==> src/adcctl_cfg.svh <==
`ifndef ADCCTL_CFG_SVH
`define ADCCTL_CFG_SVH
`define ADCCTL_OFS_CTRL      12'h000
`define ADCCTL_OFS_CLKPWR    12'h004
`define ADCCTL_OFS_RESULT_HI 12'h008
`define ADCCTL_OFS_RESULT_LO 12'h00c
`define ADCCTL_OFS_IRQ       12'h010
`define ADCCTL_BIT_START     7
`define ADCCTL_BIT_BUSY      6
`define ADCCTL_BIT_TEST      7
`define ADCCTL_BIT_PWROFF    6
`define ADCCTL_RST_CTRL      8'h40
`define ADCCTL_RST_CLKPWR    8'h80
`define ADCCTL_CONV_CLKS     5'h10
`endif

==> src/adcctl_pkg.sv <==
package adcctl_pkg;
  typedef enum logic [1:0] {
    ADCCTL_IDLE  = 2'b00,
    ADCCTL_RESET = 2'b01,
    ADCCTL_CONV  = 2'b11
  } adcctl_state_e;
  typedef logic [2:0] adcctl_code_t;
endpackage

==> src/adcctl_top.sv <==
`timescale 1ns/100ps
`include "adcctl_cfg.svh"
module adcctl_top #(
  parameter bit EIGHT_INPUTS = 1'b1
) (
  // Clock and reset
  input  wire logic         REF_CLK,
  input  wire logic         RST_N,
  // AXI4-Lite slave
  input  wire logic [11:0]  S_AXI_AWADDR,
  input  wire logic         S_AXI_AWVALID,
  output logic              S_AXI_AWREADY,
  input  wire logic [31:0]  S_AXI_WDATA,
  input  wire logic [3:0]   S_AXI_WSTRB,
  input  wire logic         S_AXI_WVALID,
  output logic              S_AXI_WREADY,
  output logic [1:0]        S_AXI_BRESP,
  output logic              S_AXI_BVALID,
  input  wire logic         S_AXI_BREADY,
  input  wire logic [11:0]  S_AXI_ARADDR,
  input  wire logic         S_AXI_ARVALID,
  output logic              S_AXI_ARREADY,
  output logic [31:0]       S_AXI_RDATA,
  output logic [1:0]        S_AXI_RRESP,
  output logic              S_AXI_RVALID,
  input  wire logic         S_AXI_RREADY,
  // Converter core
  output logic              CONV_CLK,
  output logic              CONV_RESET,
  output logic              CONV_POWER_DOWN,
  output logic [2:0]        CONV_CHANNEL,
  input  wire logic [11:0]  CONV_RESULT,
  // Pins and interrupt
  output logic [7:0]        ANALOG_INPUTS_EN,
  output logic              IRQ
);
  import adcctl_pkg::*;

  logic [7:0]    start_sh;
  logic          start_bit;
  logic [5:0]    analog_input_config_channel;
  logic          test_bit;
  logic          converter_power_off;
  adcctl_code_t  converter_clock_select;
  logic          conversion_busy_flag;
  logic          irq_flag;
  logic          irq_enable;
  logic [11:0]   result;
  adcctl_state_e state;
  logic [4:0]    div_cnt;
  logic          conv_clk_q;
  logic [4:0]    period_cnt;
  logic [11:0]   aw_addr;
  logic          aw_held;
  logic [31:0]   w_data;
  logic [3:0]    w_strb;
  logic          w_held;
  logic [31:0]   rdata;

  // Control fields.
  wire adcctl_code_t analog_input_config = analog_input_config_channel[5:3];
  wire adcctl_code_t channel_select      = analog_input_config_channel[2:0];
  wire powered_down = converter_power_off || (analog_input_config == 3'h0);

  // Clock divider; half period in system clocks, 0 means undivided.
  logic [4:0] half_div;
  always_comb begin
    unique case (converter_clock_select)
      3'h0:    half_div = 5'h01;
      3'h1:    half_div = 5'h04;
      3'h2:    half_div = 5'h10;
      3'h4:    half_div = 5'h00;
      3'h5:    half_div = 5'h02;
      3'h6:    half_div = 5'h08;
      default: half_div = 5'h01; // Undefined codes fall back to divide-by-two.
    endcase
  end
  wire div_wrap  = (div_cnt + 5'h01 >= half_div);
  wire conv_tick = (half_div == 5'h00) ? 1'b1 : (div_wrap && conv_clk_q);

  // Bus decode.
  wire do_write  = aw_held && w_held && !S_AXI_BVALID;
  wire wr_ctrl   = do_write && (aw_addr == `ADCCTL_OFS_CTRL) && w_strb[0];
  wire wr_clkpwr = do_write && (aw_addr == `ADCCTL_OFS_CLKPWR) && w_strb[0];
  wire wr_irq    = do_write && (aw_addr == `ADCCTL_OFS_IRQ) && w_strb[0];
  wire wr_known  = (aw_addr == `ADCCTL_OFS_CTRL) || (aw_addr == `ADCCTL_OFS_CLKPWR) ||
                   (aw_addr == `ADCCTL_OFS_IRQ);
  wire rd_known  = (S_AXI_ARADDR <= `ADCCTL_OFS_IRQ) && (S_AXI_ARADDR[1:0] == 2'h0);
  wire rd_take   = S_AXI_ARVALID && !S_AXI_RVALID;
  wire new_start = wr_ctrl ? w_data[`ADCCTL_BIT_START] : start_bit;

  // Start pulse: rise holds reset, the following fall begins the conversion.
  wire start_rise = !start_bit && new_start;
  wire start_fall = start_bit && !new_start;
  wire conv_done  = (state == ADCCTL_CONV) && conv_tick && (period_cnt == `ADCCTL_CONV_CLKS - 5'h01);

  adcctl_state_e next_state;
  always_comb begin
    next_state = state;
    unique case (state)
      ADCCTL_IDLE:  if (start_rise) next_state = ADCCTL_RESET;
      ADCCTL_RESET: if (start_fall) next_state = powered_down ? ADCCTL_IDLE : ADCCTL_CONV;
      ADCCTL_CONV: begin
        if (start_rise)        next_state = ADCCTL_RESET;
        else if (powered_down) next_state = ADCCTL_IDLE;
        else if (conv_done)    next_state = ADCCTL_IDLE;
      end
      default: next_state = ADCCTL_IDLE;
    endcase
  end

  always_ff @(posedge REF_CLK) begin
    if (!RST_N) begin
      state      <= ADCCTL_IDLE;
      period_cnt <= 5'h00;
    end else begin
      state      <= next_state;
      period_cnt <= (state != ADCCTL_CONV) ? 5'h00 : period_cnt + (conv_tick ? 5'h01 : 5'h00);
    end
  end

  always_ff @(posedge REF_CLK) begin
    if (!RST_N) begin
      div_cnt    <= 5'h00;
      conv_clk_q <= 1'b0;
    end else if (half_div != 5'h00 && div_wrap) begin
      div_cnt    <= 5'h00;
      conv_clk_q <= !conv_clk_q;
    end else begin
      div_cnt    <= div_cnt + 5'h01;
    end
  end

  // Registers written by software.
  always_ff @(posedge REF_CLK) begin
    if (!RST_N) begin
      start_bit                   <= 1'b0;
      analog_input_config_channel <= 6'h00;
      test_bit                    <= 1'b1;
      converter_power_off         <= 1'b0;
      converter_clock_select      <= 3'h0;
      irq_enable                  <= 1'b0;
    end else begin
      if (wr_ctrl) begin
        start_bit                   <= w_data[`ADCCTL_BIT_START];
        analog_input_config_channel <= w_data[5:0];
      end
      if (wr_clkpwr) begin
        test_bit               <= w_data[`ADCCTL_BIT_TEST]; // Test-only bit, no effect here.
        converter_power_off    <= w_data[`ADCCTL_BIT_PWROFF];
        converter_clock_select <= w_data[2:0];
      end
      if (wr_irq) irq_enable <= w_data[1];
    end
  end

  // Busy flag, request flag and result capture; the set beats a software clear.
  always_ff @(posedge REF_CLK) begin
    if (!RST_N) begin
      conversion_busy_flag <= 1'b1;
      irq_flag             <= 1'b0;
      result               <= 12'h000;
    end else begin
      if (next_state == ADCCTL_RESET || next_state == ADCCTL_CONV) conversion_busy_flag <= 1'b1;
      else if (conv_done) conversion_busy_flag <= 1'b0;
      if (conv_done) begin
        irq_flag <= 1'b1;
        result   <= CONV_RESULT;
      end else if (wr_irq && w_data[0]) begin
        irq_flag <= 1'b0;
      end
    end
  end

  // Analog enables per configuration code.
  logic [7:0] next_analog_en;
  always_comb begin
    unique case (analog_input_config)
      3'h0:    next_analog_en = 8'h00;
      3'h1:    next_analog_en = 8'h01;
      3'h2:    next_analog_en = 8'h03;
      3'h3:    next_analog_en = 8'h07;
      3'h4:    next_analog_en = 8'h0f;
      3'h5:    next_analog_en = EIGHT_INPUTS ? 8'h1f : 8'h0f;
      3'h6:    next_analog_en = EIGHT_INPUTS ? 8'h3f : 8'h0f;
      default: next_analog_en = EIGHT_INPUTS ? 8'hff : 8'h0f;
    endcase
  end

  // An enable high overrides the port direction and drops the pull-high.
  assign ANALOG_INPUTS_EN = next_analog_en;
  assign CONV_CLK         = (half_div == 5'h00) ? REF_CLK : conv_clk_q;
  assign CONV_RESET       = (state != ADCCTL_CONV);
  assign CONV_POWER_DOWN  = powered_down;
  // The four-input variant ignores the top select bit, so codes 1xx select channels 0 to 3.
  assign CONV_CHANNEL     = EIGHT_INPUTS ? channel_select : {1'b0, channel_select[1:0]};
  assign IRQ              = irq_flag && irq_enable;

  // Read mux.
  wire [7:0] ctrl_rd   = {start_bit, conversion_busy_flag, analog_input_config_channel};
  wire [7:0] clkpwr_rd = {test_bit, converter_power_off, 3'h0, converter_clock_select};
  always_comb begin
    unique case (S_AXI_ARADDR)
      `ADCCTL_OFS_CTRL:      rdata = {24'h0, ctrl_rd};
      `ADCCTL_OFS_CLKPWR:    rdata = {24'h0, clkpwr_rd};
      `ADCCTL_OFS_RESULT_HI: rdata = {24'h0, result[11:4]};
      `ADCCTL_OFS_RESULT_LO: rdata = {24'h0, result[3:0], 4'h0};
      `ADCCTL_OFS_IRQ:       rdata = {30'h0, irq_enable, irq_flag};
      default:               rdata = 32'h0;
    endcase
  end

  // AXI4-Lite handshakes.
  assign S_AXI_AWREADY = !aw_held;
  assign S_AXI_WREADY  = !w_held;
  assign S_AXI_ARREADY = !S_AXI_RVALID;
  always_ff @(posedge REF_CLK) begin
    if (!RST_N) begin
      aw_held      <= 1'b0;
      w_held       <= 1'b0;
      aw_addr      <= 12'h000;
      w_data       <= 32'h0;
      w_strb       <= 4'h0;
      S_AXI_BVALID <= 1'b0;
      S_AXI_BRESP  <= 2'h0;
      S_AXI_RVALID <= 1'b0;
      S_AXI_RDATA  <= 32'h0;
      S_AXI_RRESP  <= 2'h0;
    end else begin
      if (S_AXI_AWVALID && !aw_held) begin
        aw_held <= 1'b1;
        aw_addr <= S_AXI_AWADDR;
      end
      if (S_AXI_WVALID && !w_held) begin
        w_held <= 1'b1;
        w_data <= S_AXI_WDATA;
        w_strb <= S_AXI_WSTRB;
      end
      if (do_write) begin
        S_AXI_BVALID <= 1'b1;
        S_AXI_BRESP  <= wr_known ? 2'h0 : 2'h2;
      end else if (S_AXI_BVALID && S_AXI_BREADY) begin
        S_AXI_BVALID <= 1'b0;
        aw_held      <= 1'b0;
        w_held       <= 1'b0;
      end
      if (rd_take) begin
        S_AXI_RVALID <= 1'b1;
        S_AXI_RDATA  <= rdata;
        S_AXI_RRESP  <= rd_known ? 2'h0 : 2'h2;
      end else if (S_AXI_RVALID && S_AXI_RREADY) begin
        S_AXI_RVALID <= 1'b0;
      end
    end
  end
endmodule

==> config.mk <==
export PLATFORM = sky130hd
export DESIGN_NAME = adcctl_top
export DESIGN_NICKNAME = d
export VERILOG_FILES = /design/src/adcctl_pkg.sv /design/src/adcctl_top.sv
export VERILOG_INCLUDE_DIRS = /design/src
export SDC_FILE = /design/constraint.sdc
export NUM_CORES = 1
export LEC_CHECK = 0
export ABC_AREA = 0
export BUFFER_PORTS_ARGS = -buffer_cell sky130_fd_sc_hd__buf_2
export CAP_MARGIN = 10
export CORE_MARGIN = 5
export CORE_UTILIZATION = 51
export CTS_BUF_LIST = sky130_fd_sc_hd__clkbuf_2 sky130_fd_sc_hd__clkbuf_4 sky130_fd_sc_hd__clkbuf_8
export CTS_CLUSTER_DIAMETER = 100
export DETAILED_ROUTE_END_ITERATION = 6
export GPL_TIMING_DRIVEN = 0
export HOLD_SLACK_MARGIN = 0.1
export PLACE_DENSITY = 0.85
export SLEW_MARGIN = 10
export SYNTH_ARGS = -nofsm -noshare
export SYNTH_HDL_FRONTEND = slang
export SYNTH_SLANG_ARGS = --single-unit
==> constraint.sdc <==
create_clock -name REF_CLK -period 3.05 [get_ports REF_CLK]
set_input_delay 0.1525 -clock REF_CLK [delete_from_list [all_inputs] [get_ports REF_CLK]]
set_output_delay 0.1525 -clock REF_CLK [all_outputs]
set_load 0.01 [all_outputs]
==> metrics, run 1 <==
row cnt 30; Tmin final 2790 ps; register area 0.00150 mm²; relative slew slack 60.7%; Place WS 81.3 ps; highest clock rate 0.358 GHz; DR iter-0 viols 149; worst r2r src converter_clock_select[2]; worst vdd ir 0.386 mV; Final ANT Viol Nets 0; final period utilization 91.6%; Initial DRT Pass Iterations 4; area grow syn2layout 37.6%; CP Launch Type flip-flop; setup_tns 0 ps; outcome complete, no violations; Initial Utilization 52.3%; number of synthesized flops with an enable pin 0; GRT met3 Usage 6.52%; antenna violations before repair 0; Hold Vio Cnt, Final 0; Final HPWL DP 6400 µm; Worst Hold Class primary input to flip-flop; DRC 0; post-synthesis cell count 422; max-slew violation count 0; core area 0.00679 mm²; die area 0.00874 mm²; vias in the first global route 3,508; DR vias 3,448; path depth of the worst reg2reg path 12; Power Total 0.00222 W; GR Overflow Total 0; FF-to-FF setup slack 260 ps; final setup fails 0; Worst Hold Launch S_AXI_ARADDR[0]; skew final 11.4 ps; post-CTS setup buffers 0; Worst Hold Path EP S_AXI_RDATA[0]; max-cap violations 0; first-pass GRT wire length 15,600 µm; crit path max fanout 8; mean routed wirelength per cell 14.1 µm; width of the die 93.5 µm; Ant. Diodes 0; I/O pin count 135; gr busiest metal met2; met1 GRT Util 25.3%; crit path capture type flip-flop; CTS clk-pin slew, worst paths 80 ps; Yosys cell types 49; number of synthesized register bits 75; port buffer count 81; synthesized area 0.00355 mm²; Syn. warnings 0; final instance area 0.00489 mm²; worst slew pin tran 589 ps; via-per-instance ratio 5.03; Primary FF master, synth dfxtp_1; GPL Wtd Cong 0.845; CP Class flip-flop to flip-flop; Worst Path Required 3400 ps; FILL cells 492; CTS tree done; worst path arrival time 3150 ps; RSZ-0062 raised after global routing false; final net count 672; Die Y 93.5 µm; largest net degree at the start of global routing 13; Cell Pwr Density 455 mW/mm²; GRT Total Usage 23.0%; leakage 2.12 nW; worst setup margin 256 ps; latest clock arrival within the worst-skew pair 460 ps; wirelength, routed 9630 µm; cell depth of the worst hold path 4; Post-synth ARST share 0%; multi-input logic area 0.00180 mm²; Post-Syn Area per Cell 8.42 µm²; sequential share of the synthesized area 42.3%; met2 Use GR 38.8%; placed inst area 0.00417 mm²; fraction of layout cells with a size suffix above 1 24.6%; Worst R2R End period_cnt[4]
state kept, by name (all words and copies together), names as in the netlist, 2 cells and up:
signal and flops:
aw_addr 12, result 12, S_AXI_RDATA 8, w_data 8, analog_input_config_channel 6, div_cnt 5, period_cnt 5, converter_clock_select 3
state 2
cells in the final DEF (no fill, tap or decap), types with 5 or more instances in the layout:
cell type      Yosys  layout
clkbuf_8           0      14
and2_1             5       5
clkbuf_1          17      15
buf_4             31      31
nand2_1           62      62
a21oi_1           40      40
nand3_1           20      20
mux2i_1           17      17
nor2b_1            7       7
o21ai_0           28      28
ha_1               8       8
dfxtp_1           75      73
o21a_1             6       6
nor4_1             5       5
inv_1             13      13
buf_2              0      81
dlygate4sd3_1      0      45
nor2_1            32      32
conb_1             1      26
cell type report:
cell class,instances,share of cell area [%]
Inverter,14,1.07
Clock inverter,4,1.51
Sequential cell,75,30.8
Clock buffer,15,4.04
Tap cell,96,2.46
Timing Repair Buffer,125,17.4
Multi-Input combinational cell,309,36.8
Buffer,47,5.99
Yosys cell counts (all sizes together) (2+ instances only):
library cell	instances	area, µm²
a211oi	2	15.0
a21o	2	15.0
a21oi	40	200
a22oi	2	15.0
a2bb2oi	2	17.5
a31oi	4	25.0
and2	5	31.3
buf	32	236
clkbuf	17	63.8
dfxtp	75	1500
ha	8	100
inv	13	48.8
mux2	2	22.5
mux2i	17	170
mux4	2	45.0
nand2	62	233
nand2b	2	12.5
nand3	20	100
nand3b	2	15.0
nand4b	2	17.5
nor2	32	120
nor2b	7	43.8
nor3	3	15.0
nor3b	2	20.0
nor4	6	52.6
o21a	6	45.0
o21ai	28	140
o31ai	2	15.0
or3	2	12.5
or3b	2	17.5
or4	3	30.0
xnor2	3	26.3
xor2	3	26.3
worst max-delay path by stage:
stage,startpoint,end,slack [ps],cells past startpoint
2_1_floorplan,converter_clock_select[0],period_cnt[4],440,13
3_3_place_gp,converter_clock_select[1],result[2],220,10
3_5_place_dp,converter_clock_select[1],result[2],80,10
4_1_cts,converter_clock_select[1],period_cnt[4],100,13
5_1_grt,converter_clock_select[2],period_cnt[4],40,12
6_report,converter_clock_select[2],period_cnt[4],260,12
metrics by stage:
step | cells | util, % | hold slack [ps]
final | 685 | 72.0 | 110
after global routing | 685 | 72.0 | 139
after CTS | 687 | 72.0 | 101
after detailed placement | 624 | 61.4 | 344
after global placement | 624 | 61.4 | 343
after floorplan | 447 | - | 252
critical path: stages, from the launching register on:
cell and delay, ps:
dfxtp_1 490, nor3_1 90, a21o_1 160, ha_1 260
nand2b_1 140, a2111o_1 470, a21oi_1 260, o21bai_1 110
ha_1 200, ha_1 210, nand3_1 90, xor2_1 150
nor2_1 50
timing repair:
action / 4_1_cts / 5_1_grt
hold endpoints to repair: 41 / 0
endpoints found under the setup margin: 1 / 6
gates resized for setup: 1 / 2
pin swaps: 0 / 0
hold buffers: 45 / 0
power by group:
group	internal (W)	switching [W]
Sequential	0.00100	0.0000191
Clock	0.000585	0.000382
Combinational	0.000126	0.000111
Total	0.00171	0.000512
kinds of logic (layout without fill, tap and decap cells):
family | count (synthesis) | count (layout) | synth area share [%]
flops | 75 | 75 | 42.3
buf+inv | 63 | 205 | 9.93
xor+xnor | 6 | 6 | 1.48
simple gates | 155 | 155 | 21.7
other cells | 1 | 26 | 0.106
compound gates | 93 | 93 | 15.0
fa+ha+maj | 8 | 8 | 2.82
mux | 21 | 21 | 6.69
layer usage:
metal  routed length [µm]  vias up  share of wire, %
met5                    0        -                 0
met4                  321        0               3.3
met3                  710       29               7.4
met2                 4770      136                50
met1                 3820     1555                40
li1                     -     1728                 -
No activity file was read; power rests on OpenSTA's default activity.
==> inputs of run 2 (changes only) <==
ABC_AREA = 1   (was 0)
PLACE_DENSITY = 0.84   (was 0.85)
==> metrics, run 2 <==
outcome complete, no violations; GR Overflow Total 0 (unchanged); multi-input logic area 0.00174 mm² (-3.3%); CP Class flip-flop to flip-flop; highest clock rate 0.359 GHz (+0.21%); Final HPWL DP 6990 µm (+9.2%); RSZ-0062 raised after global routing false; final setup fails 0 (unchanged); most area-hungry cell type in the Yosys netlist dfxtp_1; area grow syn2layout 35.4%; core area 0.00683 mm² (+0.55%); wirelength, routed 9950 µm (+3.4%); register area 0.00150 mm² (about the same); final net count 756 (+13%); port buffer count 81 (unchanged); via-per-instance ratio 4.94 (-1.9%); CP Launch Type flip-flop; worst slew pin tran 512 ps (-76.8 ps); number of synthesized flops with an enable pin 0 (unchanged); switching power share of the total 25.4% (+2.4 points); worst vdd ir 0.293 mV (-24%); Final ANT Viol Nets 0 (unchanged); Syn. warnings 0 (unchanged); die area 0.00887 mm² (+1.6%); I/O pin count 135 (unchanged); vias in the first global route 3,659 (+4.3%); DRC 0 (unchanged); crit path max fanout 10 (+2); Yosys top cell area share 41.5% (-0.73 points); Tmin final 2790 ps (-5.92 ps); worst path arrival time 3140 ps (about the same); Post-Syn Area per Cell 7.12 µm² (-15%); Place WS 146 ps (+64.7 ps); post-synthesis cell count 508 (+20%); FILL cells 533 (+8.3%); Cell Pwr Density 442 mW/mm² (-2.9%); Largest regs aw_addr x12, result x12; Ant. Diodes 0 (unchanged); fraction of layout cells with a size suffix above 1 22.3% (-2.4 points); DR vias 3,802 (+10%); final period utilization 91.4% (-0.19 points); Yosys cell types 32 (-35%); Clock Power Share 40.9% (-2.6 points); largest net degree at the start of global routing 14 (+1); relative slew slack 65.8% (+5.1 points); synthesized area 0.00362 mm² (+1.8%); logic gate share of total power 11.7% (+1.0 points); GPL Wtd Cong 0.891 (+5.5%); GRT Total Usage 23.2% (+0.28 points); most numerous cell in the Yosys netlist nor2_1; Post-synth ARST share 0% (unchanged); max-cap violations 0 (unchanged); Hold Slack 158 ps (+48.7 ps); leading cell types in the layout, fill and taps excluded nor2_1 (100), buf_2 (83), dfxtp_1 (74); Power Total 0.00216 W (-2.7%); Initial Utilization 52.9% (+0.63 points); CTS clk-pin slew, worst paths 80 ps (about the same); row cnt 30 (unchanged); latest clock arrival within the worst-skew pair 470 ps (about the same); Hold Vio Cnt, Final 0 (unchanged); setup_tns 0 ps (unchanged); post-CTS setup buffers 0 (unchanged); Worst Hold Class primary input to flip-flop; Initial DRT Pass Iterations 5 (+1); Post-synth top cells nor2_1 (100), dfxtp_1 (75), nand2_1 (67); Primary FF master, synth dfxtp_1; Die Y 94.2 µm (+0.78%); antenna violations before repair 0 (unchanged); Worst Path Required 3400 ps (about the same); synth top area cells dfxtp_1 (42%), nor2_1 (10%), nand2_1 (7.0%), buf_4 (6.4%), o21ai_0 (6.0%); CTS tree done; sequential power share 47.4% (+1.5 points); internal power 0.00161 W (-5.8%); mean routed wirelength per cell 12.9 µm (-8.0%); commonest non-fill, non-tap cell in the layout nor2_1; leakage 2.24 nW (+5.8%); first-pass GRT wire length 16,100 µm (+3.0%); number of synthesized register bits 75 (unchanged); width of the die 94.2 µm (+0.78%); skew final 12.6 ps (+1.24 ps); max-slew violation count 0 (unchanged); DR iter-0 viols 280 (+88%); sequential share of the synthesized area 41.5% (-0.73 points); worst setup margin 262 ps (+5.92 ps); Net Sw Power 0.000551 W (+7.5%); crit path capture type flip-flop
-- run 2: cell types whose count changed after synthesis, moves of 7 or more --
cell | before | now
nand3_1 | 20 | 35
o21ai_0 | 28 | 43
nor2_1 | 32 | 100
o21ai_1 | 0 | 7
nor2b_1 | 7 | 0
inv_1 | 13 | 44
nand4_1 | 1 | 8
mux2i_1 | 17 | 0
-- run 2: worst paths after layout --
path / start / to / slack (ps) / depth (start not counted)
worst max-delay path: div_cnt[0] / period_cnt[4] / 260 / 19
worst min-delay path: S_AXI_ARADDR[9] / S_AXI_RRESP[1] / 160 / 5
worst max register to register: div_cnt[0] / period_cnt[4] / 260 / 19
worst min register to register: div_cnt[0] / div_cnt[0] / 450 / 1
-- run 2: cells by family after synthesis --
| logic type | share of synthesized area (%) |
|---|---|
| AND/OR/NAND/NOR | 27.3 |
| XOR/XNOR | 0.727 |
| other | 0.104 |
| adder cells (fa/ha/maj) | 2.77 |
| flip-flops | 41.5 |
| buffers and inverters | 13.1 |
| AO/OA/AOI/OAI | 14.5 |
-- run 2: worst max-delay path, stage by stage, from the launching register on --
cell and delay [ps]:
dfxtp_2 370, ha_1 170, nand2_1 60, inv_1 80, nand2_1 60, xor2_1 150, ha_1 300, nand2_1 70
nor2_1 100, o21ai_0 90, nand2_1 110, nand2_1 70, nand2_2 110, buf_4 180, ha_1 190, ha_1 180
nand2_1 70, nor2_1 130, xnor2_1 140, nor2_1 60
-- run 2: layout make-up --
type | instances | area share (%)
Buffer | 47 | 6.26
Multi-Input combinational cell | 366 | 35.5
Sequential cell | 75 | 30.7
Inverter | 45 | 3.45
Clock buffer | 15 | 3.78
Timing Repair Buffer | 121 | 16.6
Clock inverter | 5 | 1.30
Tap cell | 96 | 2.45
-- run 2: through the flow --
| stage | utilization [%] | cells | cell area (µm²) |
|---|---|---|---|
| after floorplan | - | 533 | 3710 |
| after detailed placement | 62.0 | 710 | 4240 |
| after CTS | 71.6 | 770 | 4890 |
| after global routing | 71.7 | 770 | 4900 |
| final | 71.7 | 770 | 4900 |
| after global placement | 62.0 | 710 | 4240 |
-- run 2: layer usage --
metal,track usage (%),vias to the layer above,wire length [µm]
met5,0,-,0
li1,-,1927,-
met2,39.9,154,4820
met3,5.85,28,679
met1,26.2,1693,4160
met4,12.4,0,294
-- run 2: power groups by stage --
stage,combinational [W],clock [W],sequential [W]
2_1_floorplan,0.000134,0.000000978,0.00105
3_3_place_gp,0.000199,0.00000175,0.00105
3_5_place_dp,0.000203,0.00000175,0.00105
4_1_cts,0.000245,0.000901,0.00103
5_1_grt,0.000282,0.000938,0.00103
6_report,0.000253,0.000885,0.00103
-- run 2: repair_timing --
item,4_1_cts,5_1_grt
gates resized for setup,0,4
hold buffers,41,0
endpoints found under the setup margin,0,1
endpoints found under the hold margin,44,0
